===== src/rtl/nco_sync_params.svh =====
// Offsets, field positions, reset values and timing counts of the oscillator sync block
`ifndef NCO_SYNC_PARAMS_SVH
`define NCO_SYNC_PARAMS_SVH
`define ACCUM_RESET_CONTROL_OFFSET 12'h303
`define SOFTWARE_SYNC_TRIGGER_OFFSET 12'h304
`define SYNC_TRIGGER_SOURCE_OFFSET 12'h302
`define ACCUM_RESET_CONTROL_RESET 8'h0f
`define SOFTWARE_SYNC_TRIGGER_RESET 8'h00
`define SYNC_TRIGGER_SOURCE_RESET 8'h00
`define SOFTWARE_SYNC_BIT 0
`define ACCUM_MASK_MSB 3
`define SOURCE_MSB 1
`define MARKER_RUN_LENGTH 3'h4
`endif


===== src/rtl/nco_sync_pkg.sv =====
// Types shared by the oscillator sync control block
package nco_sync_pkg;
    typedef enum logic [1:0] {
        SRC_IMMEDIATE,
        SRC_SYSREF_ONCE,
        SRC_SYSREF_EVERY,
        SRC_MARKER
    } source_type;

    typedef enum logic [1:0] {
        MARK_IDLE,
        MARK_LOW,
        MARK_HIGH
    } marker_state_type;

    // Register port request
    typedef struct packed {
        logic [11:0] addr;
        logic [7:0]  wdata;
        logic        write;
        logic        read;
    } reg_req_type;

    // Sync event outputs toward the oscillators
    typedef struct packed {
        logic       sync_event;
        logic [3:0] accum_reset;
        logic       apply_reconfig;
    } sync_out_type;
endpackage


===== src/rtl/marker_detector.sv =====
// Detector for the low-run then high-run marker on the channel-0 sample LSB
`timescale 1ns/1ps
`default_nettype none
`include "nco_sync_params.svh"
module marker_detector
    import nco_sync_pkg::*;
(
    input  wire logic clk,       // Sample clock
    input  wire logic arst_n,    // Asynchronous reset, active low
    input  wire logic enable,    // Watch the marker while high
    input  wire logic lsb_in,    // Channel-0 I sample LSB
    output logic      hit,       // Fourth high sample seen
    output logic      waiting    // Detector is hunting for the marker
);
    typedef struct packed {
        marker_state_type state;
        logic [2:0]       count;
    } det_type;

    det_type st_reg;
    det_type st_next;

    // Low run arms, then four highs fire; hit is combinational so it is coincident
    always_comb begin
        st_next = st_reg;
        hit = 1'b0;
        if (!enable) begin
            st_next.state = MARK_IDLE;
            st_next.count = 3'h0;
        end else begin
            unique case (st_reg.state)
                MARK_IDLE: begin
                    st_next.state = MARK_LOW;
                    st_next.count = lsb_in ? 3'h0 : 3'h1;
                end
                MARK_LOW: begin
                    if (!lsb_in) begin
                        if (st_reg.count != `MARKER_RUN_LENGTH) begin
                            st_next.count = st_reg.count + 3'h1;
                        end
                    end else if (st_reg.count == `MARKER_RUN_LENGTH) begin // RULE4
                        st_next.state = MARK_HIGH;
                        st_next.count = 3'h1;
                    end else begin
                        st_next.count = 3'h0;
                    end
                end
                MARK_HIGH: begin
                    if (!lsb_in) begin
                        st_next.state = MARK_LOW;
                        st_next.count = 3'h1;
                    end else if (st_reg.count == `MARKER_RUN_LENGTH - 3'h1) begin
                        hit = 1'b1; // RULE5
                        st_next.state = MARK_LOW;
                        st_next.count = 3'h0;
                    end else begin
                        st_next.count = st_reg.count + 3'h1;
                    end
                end
                default: begin
                    st_next.state = MARK_IDLE;
                    st_next.count = 3'h0;
                end
            endcase
        end
    end

    assign waiting = enable;

    // State register
    always_ff @(posedge clk or negedge arst_n) begin
        if (!arst_n) begin
            st_reg <= '{state: MARK_IDLE, count: 3'h0};
        end else begin
            st_reg <= st_next;
        end
    end
endmodule
`default_nettype wire


===== src/rtl/nco_sync_control.sv =====
// Sync event control for the four up-converter oscillators
// Functional notes
// RULE1: Reconfig mode events reset reconfig-masked accumulators and apply pending reconfig values.
// RULE2: Reconfig mode, source 0, select set: event at chip select rising edge.
// RULE3: Reconfig mode sources 1 and 2 are reserved and make no events.
// RULE4: Source 3 marker: four or more lows arm, then four highs required.
// RULE5: Marker event fires in the cycle of the fourth high sample.
// RULE6: While hunting the marker, the LSB is zeroed; data resumes right after; in normal mode the code keeps zeroing it while the software bit is high.
// RULE7: Host changes trigger source only with software bit 0 and chip select high; the code takes source writes at any time.
// RULE8: Accumulator mask bit n clears oscillator n on events; ignored in reconfig mode.
// RULE9: Accumulator reset mask resets to 0x0f.
// RULE10: Writing 1 over 0 to software sync triggers; ignored in reconfig mode.
// RULE11: Software sync register reads back the last written value, never self-clears.
// RULE12: Software sync is edge or level sensitive per trigger source.
// RULE13: Normal mode source 0: software set gives an event at once.
// RULE14: Normal mode source 1: software set arms an event at next SYSREF rise.
// RULE15: Normal mode source 2: event on every SYSREF rise while bit is high.
// RULE16: Normal mode source 3: marker triggers events while software bit is high.
//
// Added by the designer: the plain strobed port.
`timescale 1ns/1ps
`default_nettype none
`include "nco_sync_params.svh"
module nco_sync_control
    import nco_sync_pkg::*;
(
    input  wire logic         clk,                       // Sample clock, 20 MHz
    input  wire logic         arst_n,                    // Asynchronous reset, active low
    input  wire logic [11:0]  reg_addr,                  // Register address
    input  wire logic [7:0]   reg_wdata,                 // Register write data
    input  wire logic         reg_write,                 // Write strobe
    input  wire logic         reg_read,                  // Read strobe
    output logic      [7:0]   reg_rdata,                 // Read data, cycle after strobe
    input  wire logic         fast_reconfig_enable,      // Fast reconfiguration mode
    input  wire logic         reconfig_sync_select,      // Reconfig sync select
    input  wire logic         reconfig_chip_select,      // Reconfig chip select pin
    input  wire logic [3:0]   reconfig_accum_reset_mask, // Reconfig accumulator mask
    input  wire logic         sysref,                    // SYSREF pin
    input  wire logic [15:0]  channel0_i_in,             // Channel-0 I sample in
    output logic      [15:0]  channel0_i_out,            // Channel-0 I sample to converter
    output logic              sync_event,                // One-cycle sync event
    output logic      [3:0]   accum_reset,               // Accumulators cleared this cycle
    output logic              apply_reconfig             // Apply pending reconfig values
);
    typedef struct packed {
        logic [7:0]   accum_ctrl;
        logic [7:0]   soft_sync;
        logic [7:0]   source;
        logic [7:0]   rdata;
        logic [1:0]   sysref_sync;
        logic         sysref_last;
        logic [1:0]   cs_sync;
        logic         cs_last;
        logic         sysref_armed;
        logic         marker_armed;
        logic [15:0]  sample;
        sync_out_type out;
    } state_type;

    state_type st_reg;
    state_type st_next;
    reg_req_type req;
    logic marker_hit;
    logic marker_waiting;
    logic marker_enable;

    assign req = '{addr: reg_addr, wdata: reg_wdata, write: reg_write, read: reg_read};

    marker_detector u_marker (
        .clk     (clk),
        .arst_n  (arst_n),
        .enable  (marker_enable),
        .lsb_in  (channel0_i_in[0]),
        .hit     (marker_hit),
        .waiting (marker_waiting)
    );

    // Marker hunt is live in reconfig mode after a chip select rise, or in normal mode while bit set
    assign marker_enable = (st_reg.source[1:0] == SRC_MARKER) &&
        (fast_reconfig_enable ? st_reg.marker_armed
                              : st_reg.soft_sync[`SOFTWARE_SYNC_BIT]); // RULE16

    // Next state: registers, edge detection, trigger selection
    always_comb begin
        logic soft_rise;
        logic sysref_rise;
        logic cs_rise;
        logic fire;
        source_type src;
        soft_rise = 1'b0;
        sysref_rise = 1'b0;
        cs_rise = 1'b0;
        fire = 1'b0;
        src = source_type'(st_reg.source[`SOURCE_MSB:0]);
        st_next = st_reg;

        // Pin inputs pass two flops before any logic reads them
        st_next.sysref_sync = {st_reg.sysref_sync[0], sysref};
        st_next.cs_sync = {st_reg.cs_sync[0], reconfig_chip_select};
        st_next.sysref_last = st_reg.sysref_sync[1];
        st_next.cs_last = st_reg.cs_sync[1];
        sysref_rise = st_reg.sysref_sync[1] && !st_reg.sysref_last;
        cs_rise = st_reg.cs_sync[1] && !st_reg.cs_last;

        // Register writes; the software bit holds its written value
        if (req.write) begin
            unique case (req.addr)
                `ACCUM_RESET_CONTROL_OFFSET: st_next.accum_ctrl = {4'h0, req.wdata[3:0]};
                `SOFTWARE_SYNC_TRIGGER_OFFSET: begin
                    st_next.soft_sync = {7'h00, req.wdata[`SOFTWARE_SYNC_BIT]}; // RULE11
                    soft_rise = req.wdata[`SOFTWARE_SYNC_BIT] &&
                        !st_reg.soft_sync[`SOFTWARE_SYNC_BIT]; // RULE10
                end
                `SYNC_TRIGGER_SOURCE_OFFSET: st_next.source = {6'h00, req.wdata[1:0]}; // RULE7
                default: ;
            endcase
        end

        // Register reads, data stands one cycle later; unmapped reads return zero
        st_next.rdata = 8'h00;
        if (req.read) begin
            unique case (req.addr)
                `ACCUM_RESET_CONTROL_OFFSET: st_next.rdata = st_reg.accum_ctrl;
                `SOFTWARE_SYNC_TRIGGER_OFFSET: st_next.rdata = st_reg.soft_sync;
                `SYNC_TRIGGER_SOURCE_OFFSET: st_next.rdata = st_reg.source;
                default: st_next.rdata = 8'h00;
            endcase
        end

        if (fast_reconfig_enable) begin
            // Software bit ignored in reconfig mode
            st_next.sysref_armed = 1'b0; // RULE10
            unique case (src)
                SRC_IMMEDIATE: fire = reconfig_sync_select && cs_rise; // RULE2
                SRC_SYSREF_ONCE, SRC_SYSREF_EVERY: fire = 1'b0; // RULE3
                SRC_MARKER: begin
                    // A new chip select rise in the hit cycle re-arms: the set wins
                    if (marker_hit) begin
                        fire = 1'b1; // RULE5
                        st_next.marker_armed = 1'b0;
                    end
                    if (reconfig_sync_select && cs_rise) begin
                        st_next.marker_armed = 1'b1; // RULE4
                    end
                end
            endcase
        end else begin
            st_next.marker_armed = 1'b0;
            // Edge or level use of the software bit by source
            unique case (src) // RULE12
                SRC_IMMEDIATE: fire = soft_rise; // RULE13
                SRC_SYSREF_ONCE: begin
                    if (soft_rise) begin
                        st_next.sysref_armed = 1'b1; // RULE14
                    end
                    if (st_reg.sysref_armed && sysref_rise) begin
                        fire = 1'b1;
                        st_next.sysref_armed = soft_rise;
                    end
                end
                SRC_SYSREF_EVERY: fire = st_reg.soft_sync[`SOFTWARE_SYNC_BIT] && sysref_rise; // RULE15
                SRC_MARKER: fire = marker_hit; // RULE16
            endcase
            if (src != SRC_SYSREF_ONCE) begin
                st_next.sysref_armed = 1'b0;
            end
        end

        // Event outputs: mask source depends on mode
        st_next.out.sync_event = fire;
        st_next.out.apply_reconfig = fire && fast_reconfig_enable; // RULE1
        st_next.out.accum_reset = !fire ? 4'h0 :
            fast_reconfig_enable ? reconfig_accum_reset_mask   // RULE1
                                 : st_reg.accum_ctrl[`ACCUM_MASK_MSB:0]; // RULE8

        // LSB is zeroed while hunting; the hit sample itself carries data again
        st_next.sample = channel0_i_in;
        if (marker_waiting && !marker_hit) begin
            st_next.sample[0] = 1'b0; // RULE6
        end
    end

    // State register
    always_ff @(posedge clk or negedge arst_n) begin
        if (!arst_n) begin
            st_reg <= '0;
            st_reg.accum_ctrl <= `ACCUM_RESET_CONTROL_RESET; // RULE9
            st_reg.soft_sync <= `SOFTWARE_SYNC_TRIGGER_RESET;
            st_reg.source <= `SYNC_TRIGGER_SOURCE_RESET;
            st_reg.sysref_sync <= 2'h0;
            st_reg.cs_sync <= 2'h3;
            st_reg.cs_last <= 1'b1;
        end else begin
            st_reg <= st_next;
        end
    end

    // Outputs from flops
    assign reg_rdata = st_reg.rdata;
    assign channel0_i_out = st_reg.sample;
    assign sync_event = st_reg.out.sync_event;
    assign accum_reset = st_reg.out.accum_reset;
    assign apply_reconfig = st_reg.out.apply_reconfig;
endmodule
`default_nettype wire


===== config.mk =====
export PLATFORM = sky130hd
export DESIGN_NAME = nco_sync_control
export DESIGN_NICKNAME = d
export VERILOG_FILES = /design/src/rtl/nco_sync_pkg.sv /design/src/rtl/marker_detector.sv /design/src/rtl/nco_sync_control.sv
export VERILOG_INCLUDE_DIRS = /design/src /design/src/rtl
export SDC_FILE = /design/constraint.sdc
export NUM_CORES = 1
export LEC_CHECK = 0
export BUFFER_PORTS_ARGS = -buffer_cell sky130_fd_sc_hd__buf_2
export CAP_MARGIN = 5
export CORE_MARGIN = 4
export CORE_UTILIZATION = 40
export DETAILED_ROUTE_END_ITERATION = 16
export PLACE_DENSITY = 0.74
export RECOVER_POWER = 50
export SYNTH_ARGS = -nofsm -noshare
export SYNTH_HDL_FRONTEND = slang
export SYNTH_SLANG_ARGS = --single-unit

===== constraint.sdc =====
create_clock -name clk -period 4.8 [get_ports clk]
set_input_delay 0.72 -clock clk [delete_from_list [all_inputs] [get_ports clk]]
set_output_delay 0.72 -clock clk [all_outputs]
set_load 0.02 [all_outputs]

==> impl_metrics.toml <==
[synthesis]
seq_area_frac_synth = 0.539
syn_area_sq_um = 2150
syn_area_per_cell_sq_um = 12.7
ys_warn_count = 0
synthArstFlopShare = 1.00
synth_cell_type_count = 52
ys_seq_elements = 46
ys.flop_type = "dfrtp_1"
synth_enable_flop_cells = 0
netlist_instances = 170

[floorplan]
coreArea_sq_um = 5170
die_y_um = 81.4
die_w_um = 81.4
io_pins = 78
dieArea_sq_um = 6620
fp-row-count = 26
start_util = 0.416

[worst_setup_path]
reg2reg_depth = 6
cp_num_buf_inv = 1
crit_path_max_fanout = 46
critPathArrivalTime_ns = 2.37
crit_type = "in -> async"
cpMaxStageDelayCell = "clkbuf_1"
cpPeakStageDelay_ns = 1.63
crit_family = "buffers and inverters"
cp.required_ns = 4.72
endpoint_kind = "asynchronous set/reset pin"
cp.depth = 1
crit_chain = "clkbuf_1"
startpoint_type = "primary input"

[power]
power.density_nw_per_um2 = 286
worst_ir_drop_vdd_uv = 120
p_leak_nw = 1.19
clockPowerShare = 0.332
p_sw_frac = 0.228
p_switching_uw = 159
seqPwrFrac = 0.575
p_comb_frac = 0.093
intPower_uw = 541

[global_route]
top_usage_layer = "met2"
use_met2 = 0.199
grt_use_met3 = 0.0399
grt_pass1_wl_um = 5930
grt_pass1_vias = 1352
use_met1 = 0.134
grt_start_max_net_pins = 47
overflow = 0
antenna_found_initial = 0
grt_util_all_layers = 0.117

[sta]
fin_crit_sh = 0.511
tightest_slew_ns = 2.33
slew_violations = 47
setup_viol = 0
relSlewSlack = -0.553
rsz0062_at_grt = "false"
clock_skew_ns = 0.00514
hold_ws_ns = 0.350
hold_viol = 0
period_minus_slack_ns = 2.45
fmax_ghz = 0.407
setup_tns_ns = 0

[layout]
n_fill_cell = 482
post-route-util = 0.473
multiInputGateArea_sq_um = 744
drive_gt1_frac = 0.438
insertedDiodeCount = 0
register_area_sq_um = 1160
largest_register_ffs = 16
fin_nets = 270
syn2layout_area_growth_pct = 13.8
final-instance-count-excl-fill = 289

[clocking]
htreeDepth = 2
cts.clk_slew.worst_paths_ns = 0.07
clkLatencyLatePin_ns = 0.29
clock-sinks = 46
post_cts_buffers = 0
cts_root_buf = "clkbuf_8"
cts_resized = 0
cts_tree = "yes"
holdBufCountCts = 0
cts.path.max_buffers = 2
cts_buffers = 5

[drt]
initialDrtViolationCount = 73
vias = 1357
routed_wl_um = 3700
ant_nets = 0
wl_per_cell_um = 12.8
drt_first_pass_iters = 4
drc = 0
vias_per_cell = 4.70

[run]
drv_cap = 1

[place]
gp_congestion = 0.742
port_buffers = 69
dp_hpwl_um = 2890
placedCellCount = 281

[status]
status = "finished with violations"
violations = "max-capacitance violations, max-slew violations"

[hold_path]
hold_path.class = "reg -> reg"
hold_depth = 0
[cell usage after synthesis (all sizes together) (2+ instances only)]
cell    count  area (sq um)
and4bb      2          25.0
nand2       5          21.3
dfstp       7           184
nand2b      4          25.0
dfrtp      39           976
buf        31           236
mux2        7          90.1
nor2        8          30.0
inv         6          22.5
nor4b       2          23.8
nor3        6          35.0
and3        2          17.5
mux2i       5          50.1
o22ai       2          12.5
a31oi       2          12.5
ha          4          50.1
nand3b      4          42.5
and2        3          18.8
a21oi       7          38.8
nand4       2          27.5
[cells by family after synthesis]
family,count (synthesis),share of synthesized area
buffers and inverters,37,0.120
and+or+nand+nor,47,0.165
adders and majority gates,4,0.0233
other,1,0.00174
AOI/OAI and AO/OA,23,0.0861
muxes,12,0.0651
DFF,46,0.539
[per-layer routing]
metal  part of all wire  up-vias
li1                   -      661
met1               0.41      628
met2               0.46       62
met3               0.12        6
met4              0.011        0
met5                  0        -
[stage by stage]
stage | power (mW) | worst slack, ns | area, sq um
2_1_floorplan | 0.453 | 3.02 | 2160
3_3_place_gp | 0.476 | 2.81 | 2360
3_5_place_dp | 0.477 | 2.81 | 2360
4_1_cts | 0.714 | 3.12 | 2450
5_1_grt | 0.735 | 1.75 | 2450
6_report | 0.700 | 2.35 | 2450
[placed cells by master, fill, tap and decap left out, types with 4 or more instances in the layout]
cell,Yosys,layout
nand2_1,4,4
nor3_1,5,5
a21oi_1,6,6
ha_1,4,4
dfrtp_1,39,39
conb_1,1,4
clkbuf_8,0,6
nand2b_1,4,4
nor2_1,8,8
mux2i_1,5,5
inv_1,6,6
buf_2,0,67
dfstp_2,7,6
[path summary, 6_finish.rpt]
path | start | end | slack [ns]
setup reg to reg | u_marker.st_reg[0]$_DFFE_PN0P_ | accum_reset[0]$_DFF_PN0_ | 3.12
setup / recovery | arst_n | u_marker.st_reg[1]$_DFFE_PN0P_ | 2.35
hold / removal | st_next[29]$_DFF_PN0_ | st_next[27]$_DFF_PN0_ | 0.35
max in group clk | fast_reconfig_enable | accum_reset[0]$_DFF_PN0_ | 3.11
hold reg to reg | st_next[29]$_DFF_PN0_ | st_next[27]$_DFF_PN0_ | 0.35
min in group asynchronous | arst_n | channel0_i_out[9]$_DFF_PN0_ | 1.13
[cell type report]
cell class / instances / share of cell area
multi-input cells: 90 / 0.304
repair buffers: 69 / 0.140
well taps: 70 / 0.0358
clock inverters: 1 / 0.00204
flip-flops and latches: 46 / 0.474
clock buffers: 7 / 0.0353
inverters: 6 / 0.00920
[power by group through the flow]
stage / registers (mW) / clock network, mW / logic (mW)
after floorplan: 0.411 / 0 / 0.0420
after global placement: 0.410 / 0 / 0.0655
after detailed placement: 0.410 / 0 / 0.0664
final: 0.402 / 0.233 / 0.0650
after CTS: 0.403 / 0.245 / 0.0666
after global routing: 0.404 / 0.259 / 0.0721
Note: power is estimated with default switching activity, not from simulation.
